<file path="config.mk">
export PLATFORM = sky130hd
export DESIGN_NAME = spims_port
export DESIGN_NICKNAME = d
export VERILOG_FILES = /design/src/spims_pkg.sv /design/src/spims_port.sv /design/src/spims_edge_det.sv /design/src/spims_rate_gen.sv
export VERILOG_INCLUDE_DIRS = /design/src /design/src/src
export SDC_FILE = /design/constraint.sdc
export NUM_CORES = 1
export LEC_CHECK = 0
export ABC_CLOCK_PERIOD_IN_PS = 3440
export BUFFER_PORTS_ARGS = -buffer_cell sky130_fd_sc_hd__buf_2
export CORE_UTILIZATION = 45
export DETAILED_ROUTE_END_ITERATION = 6
export SYNTH_ARGS = -nofsm -noshare
export SYNTH_HDL_FRONTEND = slang
export SYNTH_SLANG_ARGS = --single-unit
</file>
<file path="constraint.sdc">
create_clock -name clk -period 3.44 [get_ports clk]
set_input_delay 0.86 -clock clk [delete_from_list [all_inputs] [get_ports clk]]
set_output_delay 0.86 -clock clk [all_outputs]
set_load 0.03 [all_outputs]
</file>
<file path="src/spims_defs.svh">
// Constants for the serial master/slave port: offsets, field positions, counts.
// Assumes inclusion by bare name from the package and the port module.
`ifndef SPIMS_DEFS_SVH
`define SPIMS_DEFS_SVH
`define SPIMS_ADDR_W 8
`define SPIMS_DATA_W 8
`define SPIMS_ADDR_CTRL 8'hC3
`define SPIMS_ADDR_STAT 8'hC4
`define SPIMS_ADDR_DATA 8'hC5
`define SPIMS_CTRL_RESET 8'h14
`define SPIMS_CB_RATE2 7
`define SPIMS_CB_ENABLE 6
`define SPIMS_CB_SELDIS 5
`define SPIMS_CB_MASTER 4
`define SPIMS_CB_CLOCK_POLARITY 3
`define SPIMS_CB_CLOCK_PHASE 2
`define SPIMS_CB_RATE1 1
`define SPIMS_CB_RATE0 0
`define SPIMS_FAULT_MASK 8'h50
`define SPIMS_SB_DONE 7
`define SPIMS_SB_COL 6
`define SPIMS_SB_SELERR 5
`define SPIMS_SB_FAULT 4
`define SPIMS_MSB 7
`define SPIMS_RATE_W 3
`define SPIMS_RATE_MIN 3'h1
`define SPIMS_RATE_MAX 3'h6
`define SPIMS_DIV_W 7
`define SPIMS_LAST_BIT 3'h7
`define SPIMS_LAST_EDGE 4'hF
`endif

</file>
<file path="src/spims_pkg.sv">
// Types shared by the serial port modules.
// Assumes the constants header sits beside this file.
`include "spims_defs.svh"
package spims_pkg;
  typedef struct packed {
    logic [`SPIMS_ADDR_W-1:0] addr;
    logic [`SPIMS_DATA_W-1:0] wdata;
    logic wr;
    logic rd;
  } spims_bus_req_type;

  typedef struct packed {
    logic sck;
    logic sckOe;
    logic mosi;
    logic mosiOe;
    logic miso;
    logic misoOe;
  } spims_pins_type;

  typedef enum logic {
    SPIMS_IDLE = 1'b0,
    SPIMS_XFER = 1'b1
  } spims_state_type;
endpackage

</file>
<file path="src/spims_port.sv">
// Serial master/slave port: register file, shifter, flags and pin control.
// Assumes pins are synchronous to clk and strobes are single cycle, never both.
//
// The implementer's own choices: the plain strobed port and the address map.
`timescale 1ns/1ns
`default_nettype none
`include "spims_defs.svh"
module spims_port import spims_pkg::*; (
  // Clock and reset
  input wire logic clk,
  input wire logic rstn,
  // Register port
  input wire spims_bus_req_type busReq,
  output logic [`SPIMS_DATA_W-1:0] rdata,
  // Serial pins
  input wire logic sckIn,
  input wire logic mosiIn,
  input wire logic misoIn,
  input wire logic ssN,
  output var spims_pins_type pinOut,
  // Interrupt requests
  output logic txIrq,
  output logic rxErrIrq
);
  logic [7:0] ctrl_q;
  logic [7:0] ctrl_d;
  logic [7:0] ctrlBase;
  logic [7:0] shReg_q;
  logic [7:0] shReg_d;
  logic [7:0] shSample;
  logic [7:0] rxNew;
  logic [7:0] rxBuf_q;
  logic [7:0] rxBuf_d;
  logic [7:0] txHold_q;
  logic [7:0] txHold_d;
  logic [7:0] rdata_q;
  logic [7:0] rdata_d;
  logic [7:0] statusByte;
  logic [2:0] bitCnt_q;
  logic [2:0] bitCnt_d;
  logic [3:0] edgeCnt_q;
  logic [3:0] edgeCnt_d;
  logic [2:0] rateSel;
  spims_state_type state_q;
  spims_state_type state_d;
  logic dnFlag_q;
  logic dnFlag_d;
  logic colFlag_q;
  logic colFlag_d;
  logic mfFlag_q;
  logic mfFlag_d;
  logic selErr_q;
  logic selErr_d;
  logic dnArm_q;
  logic dnArm_d;
  logic colArm_q;
  logic colArm_d;
  logic mfArm_q;
  logic mfArm_d;
  logic resend_q;
  logic resend_d;
  logic sck_q;
  logic sck_d;
  logic outBit_q;
  logic outBit_d;
  logic portEn;
  logic selDis;
  logic masterSel;
  logic clock_polarity;
  logic clock_phase;
  logic isMaster;
  logic isSlave;
  logic selected;
  logic hitCtrl;
  logic hitStat;
  logic hitData;
  logic wrCtrl;
  logic wrData;
  logic rdCtrl;
  logic rdStat;
  logic rdData;
  logic accStat;
  logic accData;
  logic tick;
  logic rateOk;
  logic sckRise;
  logic sckFall;
  logic ssRise;
  logic mBusy;
  logic busy;
  logic mLead;
  logic mTrail;
  logic sLead;
  logic sTrail;
  logic sampleEdge;
  logic driveEdge;
  logic inBit;
  logic fault;
  logic loadOk;
  logic mStart;
  logic mDone;
  logic sDone;
  logic done;
  logic dnClr;
  logic colClr;
  logic ssErrEv;

  // Control fields
  assign portEn = ctrl_q[`SPIMS_CB_ENABLE];
  assign selDis = ctrl_q[`SPIMS_CB_SELDIS];
  assign masterSel = ctrl_q[`SPIMS_CB_MASTER];
  assign clock_polarity = ctrl_q[`SPIMS_CB_CLOCK_POLARITY];
  assign clock_phase = ctrl_q[`SPIMS_CB_CLOCK_PHASE];
  assign rateSel = {ctrl_q[`SPIMS_CB_RATE2], ctrl_q[`SPIMS_CB_RATE1], ctrl_q[`SPIMS_CB_RATE0]};
  assign isMaster = portEn & masterSel;
  assign isSlave = portEn & ~masterSel;
  // Select is ignored only in phase 1 with select disabled
  assign selected = ~ssN | (selDis & clock_phase);

  // Address decode
  assign hitCtrl = busReq.addr == `SPIMS_ADDR_CTRL;
  assign hitStat = busReq.addr == `SPIMS_ADDR_STAT;
  assign hitData = busReq.addr == `SPIMS_ADDR_DATA;
  assign wrCtrl = busReq.wr & hitCtrl;
  assign wrData = busReq.wr & hitData;
  assign rdCtrl = busReq.rd & hitCtrl;
  assign rdStat = busReq.rd & hitStat;
  assign rdData = busReq.rd & hitData;
  assign accStat = (busReq.wr | busReq.rd) & hitStat;
  assign accData = (busReq.wr | busReq.rd) & hitData;

  spims_rate_gen #(
    .RATE_W(`SPIMS_RATE_W),
    .CNT_W(`SPIMS_DIV_W)
  ) u_rate (
    .clk(clk),
    .rstn(rstn),
    .clear(~mBusy),
    .rateSel(rateSel),
    .tick(tick),
    .rateOk(rateOk)
  );

  spims_edge_det #(
    .INIT(1'b0)
  ) u_sck_edge (
    .clk(clk),
    .rstn(rstn),
    .level(sckIn),
    .rise(sckRise),
    .fall(sckFall)
  );

  spims_edge_det #(
    .INIT(1'b1)
  ) u_ss_edge (
    .clk(clk),
    .rstn(rstn),
    .level(ssN),
    .rise(ssRise),
    .fall()
  );

  // Edge classification: leading leaves the idle level
  assign mBusy = isMaster & (state_q == SPIMS_XFER);
  assign busy = isMaster ? mBusy : (bitCnt_q != 3'h0);
  assign mLead = mBusy & tick & (sck_q == clock_polarity);
  assign mTrail = mBusy & tick & (sck_q != clock_polarity);
  assign sLead = isSlave & selected & (clock_polarity ? sckFall : sckRise);
  assign sTrail = isSlave & selected & (clock_polarity ? sckRise : sckFall);
  assign sampleEdge = clock_phase ? (mTrail | sTrail) : (mLead | sLead);
  assign driveEdge = clock_phase ? (mLead | sLead) : (mTrail | sTrail);
  assign inBit = masterSel ? misoIn : mosiIn;
  assign shSample = {shReg_q[6:0], inBit};
  assign rxNew = sampleEdge ? shSample : shReg_q;

  // Master sequencing
  assign fault = isMaster & ~selDis & ~ssN;
  assign loadOk = wrData & ~busy;
  assign mStart = isMaster & (state_q == SPIMS_IDLE) & rateOk & (loadOk | resend_q);
  assign mDone = mBusy & tick & (edgeCnt_q == `SPIMS_LAST_EDGE) & ~fault;
  assign sDone = isSlave & sampleEdge & (bitCnt_q == `SPIMS_LAST_BIT);
  assign done = mDone | sDone;

  assign state_d = (!isMaster || fault) ? SPIMS_IDLE :
                   mStart ? SPIMS_XFER :
                   mDone ? SPIMS_IDLE : state_q;
  assign edgeCnt_d = (!mBusy || mStart) ? 4'h0 : tick ? 4'(edgeCnt_q + 1'b1) : edgeCnt_q;
  // Sixteen toggles bring the clock back to its idle level
  assign sck_d = (!mBusy || fault) ? clock_polarity : tick ? ~sck_q : sck_q;
  assign bitCnt_d = (!portEn || fault || mStart || (isSlave && !selected)) ? 3'h0 :
                    sampleEdge ? 3'(bitCnt_q + 1'b1) : bitCnt_q;

  // Aborted byte is reloaded so a restart resends it
  assign shReg_d = (fault && mBusy) ? txHold_q :
                   loadOk ? busReq.wdata :
                   sampleEdge ? shSample : shReg_q;
  assign txHold_d = loadOk ? busReq.wdata : txHold_q;
  assign resend_d = (fault && mBusy) ? 1'b1 : (mStart || loadOk) ? 1'b0 : resend_q;
  // Idle output follows the MSB so phase 0 data is ready before the first edge
  assign outBit_d = loadOk ? busReq.wdata[`SPIMS_MSB] :
                    (!busy || driveEdge) ? shReg_q[`SPIMS_MSB] : outBit_q;

  // Flags: a set in the same cycle as a clear wins
  assign dnClr = rdData & dnArm_q;
  assign dnFlag_d = done | (dnFlag_q & ~dnClr);
  assign dnArm_d = (rdStat & dnFlag_q) | (dnArm_q & ~rdData);
  assign rxBuf_d = (done && (!dnFlag_q || dnClr)) ? rxNew : rxBuf_q;
  assign colClr = accData & colArm_q;
  assign colFlag_d = (wrData & busy) | (colFlag_q & ~colClr);
  assign colArm_d = accStat | (colArm_q & ~accData);
  assign mfFlag_d = fault | (mfFlag_q & ~(wrCtrl & mfArm_q));
  assign mfArm_d = (rdStat & mfFlag_q) | (mfArm_q & ~wrCtrl);
  assign ssErrEv = isSlave & ssRise & ~(selDis & clock_phase) & (bitCnt_q != 3'h0);
  assign selErr_d = portEn & (ssErrEv | selErr_q);

  // Fault wins over a control write in the same cycle
  assign ctrlBase = wrCtrl ? busReq.wdata : ctrl_q;
  assign ctrl_d = fault ? (ctrlBase & ~`SPIMS_FAULT_MASK) : ctrlBase;

  always_comb begin
    statusByte = 8'h00;
    statusByte[`SPIMS_SB_DONE] = dnFlag_q;
    statusByte[`SPIMS_SB_COL] = colFlag_q;
    statusByte[`SPIMS_SB_SELERR] = selErr_q;
    statusByte[`SPIMS_SB_FAULT] = mfFlag_q;
  end

  // Data reads return the receive buffer, never the shifter
  assign rdata_d = rdStat ? statusByte :
                   rdData ? rxBuf_q :
                   rdCtrl ? ctrl_q : 8'h00;

  always_ff @(posedge clk or negedge rstn) begin
    if (!rstn) begin
      ctrl_q <= `SPIMS_CTRL_RESET;
      rdata_q <= 8'h00;
      state_q <= SPIMS_IDLE;
      edgeCnt_q <= 4'h0;
      bitCnt_q <= 3'h0;
      sck_q <= 1'b0;
    end else begin
      ctrl_q <= ctrl_d;
      rdata_q <= rdata_d;
      state_q <= state_d;
      edgeCnt_q <= edgeCnt_d;
      bitCnt_q <= bitCnt_d;
      sck_q <= sck_d;
    end
  end

  always_ff @(posedge clk or negedge rstn) begin
    if (!rstn) begin
      shReg_q <= 8'h00;
      txHold_q <= 8'h00;
      rxBuf_q <= 8'h00;
      outBit_q <= 1'b0;
      resend_q <= 1'b0;
    end else begin
      shReg_q <= shReg_d;
      txHold_q <= txHold_d;
      rxBuf_q <= rxBuf_d;
      outBit_q <= outBit_d;
      resend_q <= resend_d;
    end
  end

  always_ff @(posedge clk or negedge rstn) begin
    if (!rstn) begin
      dnFlag_q <= 1'b0;
      colFlag_q <= 1'b0;
      mfFlag_q <= 1'b0;
      selErr_q <= 1'b0;
      dnArm_q <= 1'b0;
      colArm_q <= 1'b0;
      mfArm_q <= 1'b0;
    end else begin
      dnFlag_q <= dnFlag_d;
      colFlag_q <= colFlag_d;
      mfFlag_q <= mfFlag_d;
      selErr_q <= selErr_d;
      dnArm_q <= dnArm_d;
      colArm_q <= colArm_d;
      mfArm_q <= mfArm_d;
    end
  end

  // Pins: the master drives clock and data out, a selected slave drives its output
  assign pinOut.sck = sck_q;
  assign pinOut.sckOe = isMaster;
  assign pinOut.mosi = outBit_q;
  assign pinOut.mosiOe = isMaster;
  assign pinOut.miso = outBit_q;
  assign pinOut.misoOe = isSlave & selected;
  assign rdata = rdata_q;
  assign txIrq = dnFlag_q;
  assign rxErrIrq = mfFlag_q & ~selDis;
endmodule
`default_nettype wire

</file>
<file path="src/spims_edge_det.sv">
// Edge detector on a synchronous level.
// Assumes the level is already synchronous to clk.
`timescale 1ns/1ns
`default_nettype none
module spims_edge_det import spims_pkg::*; #(
  parameter logic INIT = 1'b0
) (
  // Clock and reset
  input wire logic clk,
  input wire logic rstn,
  // Level and edges
  input wire logic level,
  output logic rise,
  output logic fall
);
  logic prev_q;

  always_ff @(posedge clk or negedge rstn) begin
    if (!rstn) begin
      prev_q <= INIT;
    end else begin
      prev_q <= level;
    end
  end

  assign rise = level & ~prev_q;
  assign fall = ~level & prev_q;
endmodule
`default_nettype wire

</file>
<file path="src/spims_rate_gen.sv">
// Half-period tick generator for the master serial clock.
// Assumes clear is held while no master transfer runs.
`timescale 1ns/1ns
`default_nettype none
`include "spims_defs.svh"
module spims_rate_gen import spims_pkg::*; #(
  parameter int RATE_W = `SPIMS_RATE_W,
  parameter int CNT_W = `SPIMS_DIV_W
) (
  // Clock and reset
  input wire logic clk,
  input wire logic rstn,
  // Control
  input wire logic clear,
  input wire logic [RATE_W-1:0] rateSel,
  // Ticks
  output logic tick,
  output logic rateOk
);
  logic [CNT_W-1:0] cnt_q;
  logic [CNT_W-1:0] cnt_d;
  logic [CNT_W-1:0] halfLast;

  // Reserved codes give no clock at all
  assign rateOk = (rateSel >= `SPIMS_RATE_MIN) && (rateSel <= `SPIMS_RATE_MAX);
  // Half period is 2^code cycles, so the full period is 2^(code+1)
  assign halfLast = CNT_W'((CNT_W'(1) << rateSel) - CNT_W'(1));
  assign tick = rateOk && !clear && (cnt_q == halfLast);
  assign cnt_d = (clear || tick) ? '0 : CNT_W'(cnt_q + 1'b1);

  always_ff @(posedge clk or negedge rstn) begin
    if (!rstn) begin
      cnt_q <= '0;
    end else begin
      cnt_q <= cnt_d;
    end
  end
endmodule
`default_nettype wire

</file>
==> reports/metrics.yaml <==
global_route:
  grt_start_max_net_pins: 36
  grt_pass1_wl_um: 14800
  grt_antenna_before_repair: 0
  grt_pass1_vias: 2850
  gr-total-overflow: 0
  grt_use_total_pct: 23.0
die:
  core_um2: 7850
  pin_count: 40
  rows: 32
  die-area_um2: 8580
  die_w_um: 92.6
  chipHeight_um: 92.6
  start_util_pct: 47.1
worst_setup_path:
  required_ns: 3.66
  crit_fanout: 13
  worstReg2RegEnd: "rxBuf_q[0]"
  reg2regPathDepth: 8
  r2r-start: "ctrl_q[0]"
  end_kind: "flip-flop"
  worstPathArrival_ns: 3.25
  crit_type: "flip-flop to flip-flop"
  cp-start-kind: "flip-flop"
  rrSetupSlack_ns: 0.41
clocking:
  numCtsBuffers: 9
  cts_root_buf: "clkbuf_8"
  cts_tree: "yes"
  htree_levels: 3
  ctsHoldBuffers: 0
  clk_latency_ns: 0.34
  clk_transition_reported_paths_ns: 0.07
  cts_max_path_buffers: 2
  post_cts_buffers: 0
  clock-sinks: 67
  cts_resized: 0
sta:
  hold_viol: 0
  min_period_over_period_pct: 88.0
  setup_viol: 0
  fin_setup_tns_ns: 0
  rsz0062_at_grt: "false"
  slew_viol_final: 0
  max_freq_mhz: 330
  finalClockSkew_ns: 0.00701
  finalWorstSetupSlack_ns: 0.412
  worst_slew_pin_slew_ns: 0.837
  fin_crit_ns: 3.03
  maxSlewHeadroom_pct: 44.2
logic_synthesis:
  synth_seq_cells: 67
  synthCells: 363
  ys_types: 65
  synth_top_flop_cell: "dfrtp_1"
  synth_nets: 393
  yosysWarnings: 0
  synthesis.area_um2: 3700
  synth-async-reset-ratio_pct: 100
  synth_area_per_cell_um2: 10.2
  ys_seq_area_share_pct: 45.5
  synth_edf_count: 0
power:
  ir_worst_vdd_mv: 0.271
  powerDensity_nw_per_um2: 441
  p_leak_nw: 2.00
route:
  num_vias: 2858
  initialDrtViolationCount: 143
  first_pass_iters: 4
  postRouteAntennaNets: 0
  drc: 0
  wirelength_um: 8980
  post_drt_wl_per_cell_um: 17.5
  vias_per_cell: 5.57
cells_and_area:
  final_nets: 436
  num_antenna_cells: 0
  layout-drive-gt1-share_pct: 24.3
  synthToLayoutAreaGrowth_pct: 13.4
  n_fill_cell: 763
  final_util_pct: 53.4
min_path:
  worstHoldStart: "selErr_q"
  hold_end: "rdata[5]"
  worst_hold_path_type: "flip-flop to flip-flop"
  hold_depth: 2
placement:
  port_buffers: 39
  place_ws_ns: 0.414
  hpwl_um: 6460
  place.gp.congestion: 0.864
run:
  drv_cap: 0
run_status:
  outcome: "finished clean"
==> how the worst max path moves through the flow <==
| stage | start | end | slack (ns) | depth (start not counted) |
|---|---|---|---|---|
| 6_report | ctrl_q[0] | rxBuf_q[0] | 0.41 | 8 |
| 5_1_grt | ctrl_q[0] | edgeCnt_q[3] | 0.19 | 9 |
| 4_1_cts | ctrl_q[0] | rxBuf_q[0] | 0.39 | 8 |
| 3_5_place_dp | ctrl_q[0] | rxBuf_q[0] | 0.41 | 8 |
| 3_3_place_gp | ctrl_q[0] | rxBuf_q[0] | 0.48 | 8 |
| 2_1_floorplan | ctrl_q[7] | rxBuf_q[0] | 0.45 | 9 |
==> kinds of logic after synthesis <==
| kind of cell | after synthesis | synth area share, % |
|---|---|---|
| adder cells (fa/ha/maj) | 6 | 2.03 |
| AO/OA/AOI/OAI | 79 | 18.4 |
| XOR/XNOR | 15 | 3.55 |
| multiplexers | 20 | 5.82 |
| flip-flops | 67 | 45.5 |
| AND/OR/NAND/NOR | 136 | 19.5 |
| buffers and inverters | 40 | 5.21 |
==> metrics by stage <==
step	instances	area [um^2]	total power (W)	hold WS [ns]
2_1_floorplan	363	3700	0.00116	0.439
3_3_place_gp	497	4010	0.00125	0.457
3_5_place_dp	497	4010	0.00126	0.463
4_1_cts	513	4190	0.00186	0.481
5_1_grt	513	4190	0.00193	0.504
6_report	513	4190	0.00185	0.474
==> critical path, stage by stage, from the launching register on <==
cell and delay, ns:
dfrtp_1 0.50, or3_1 0.40, ha_1 0.30, xnor2_1 0.13, or4_4 0.44, a311o_4 0.43, a211oi_4 0.20, a22oi_4 0.16
mux2_4 0.34
==> per-layer routing <==
layer | wire, um | up-vias | GRT usage (%)
li1 | - | 1386 | -
met1 | 4200 | 1397 | 31.2
met2 | 4180 | 67 | 36.9
met3 | 489 | 8 | 4.52
met4 | 113 | 0 | 7.82
met5 | 0 | - | 0
==> power breakdown <==
part           total [W]  switching, W  internal (W)
Combinational   0.000315      0.000172      0.000143
Sequential      0.000933     0.0000775      0.000856
Clock           0.000600      0.000301      0.000299
==> cells in the mapped netlist (2+ instances only) <==
cell | number | area, um^2
xor2_1 | 3 | 26.3
mux2_2 | 8 | 90.1
o21ai_0 | 8 | 40.0
nand3_1 | 11 | 55.1
nand4_1 | 3 | 18.8
a21oi_1 | 10 | 50.1
a22o_1 | 11 | 96.3
o211ai_1 | 9 | 67.6
buf_6 | 2 | 22.5
buf_2 | 4 | 20.0
inv_1 | 20 | 75.1
dfstp_2 | 3 | 78.8
ha_1 | 6 | 75.1
nor3_1 | 4 | 20.0
clkbuf_1 | 7 | 26.3
or3_1 | 3 | 18.8
and3_1 | 6 | 37.5
mux2i_1 | 11 | 110
nand4bb_1 | 2 | 22.5
nand2b_1 | 4 | 25.0
nor2b_1 | 6 | 37.5
nand2_2 | 2 | 12.5
o311ai_0 | 2 | 17.5
o31ai_1 | 5 | 37.5
nor2_1 | 16 | 60.1
buf_4 | 6 | 45.0
o21ai_1 | 3 | 15.0
a311oi_2 | 6 | 90.1
or2_2 | 2 | 12.5
nand2_1 | 53 | 199
dfrtp_1 | 64 | 1600
a211oi_1 | 3 | 22.5
o21a_1 | 2 | 15.0
nor3b_1 | 3 | 22.5
xnor2_1 | 12 | 105
a22oi_1 | 4 | 30.0
and2_1 | 3 | 18.8
a21o_1 | 2 | 15.0
and4_1 | 8 | 70.1
==> sequential cells by signal, summed over array words and instances, names as in the netlist, 3 cells and up <==
register / flops
ctrl_q: 8
rdata: 8
rxBuf_q: 8
shReg_q: 8
txHold_q: 8
u_rate.cnt_q: 7
edgeCnt_q: 4
bitCnt_q: 3
==> cell type report <==
cell class | count | area, um^2 | share of cell area (%)
Inverter | 20 | 75.1 | 1.79
Clock inverter | 4 | 25.0 | 0.597
Multi-Input combinational cell | 256 | 1820 | 43.5
Tap cell | 102 | 128 | 3.04
Clock buffer | 12 | 155 | 3.70
Sequential cell | 67 | 1680 | 40.1
Timing Repair Buffer | 52 | 305 | 7.28
==> cell usage in the layout, fill, tap and decap left out, drive strengths merged, types with 6 or more instances in the layout <==
cell type,netlist,routed
dfrtp,64,64
nand2,55,55
buf,13,52
inv,20,20
nor2,17,17
xnor2,12,12
clkbuf,7,12
nand3,11,11
a22o,11,11
mux2i,11,11
o21ai,11,11
a21oi,10,10
o211ai,9,9
mux2,9,9
and4,8,8
a311oi,8,8
and3,6,6
nor2b,6,6
ha,6,6
Note: power is estimated with default switching activity, not from simulation.
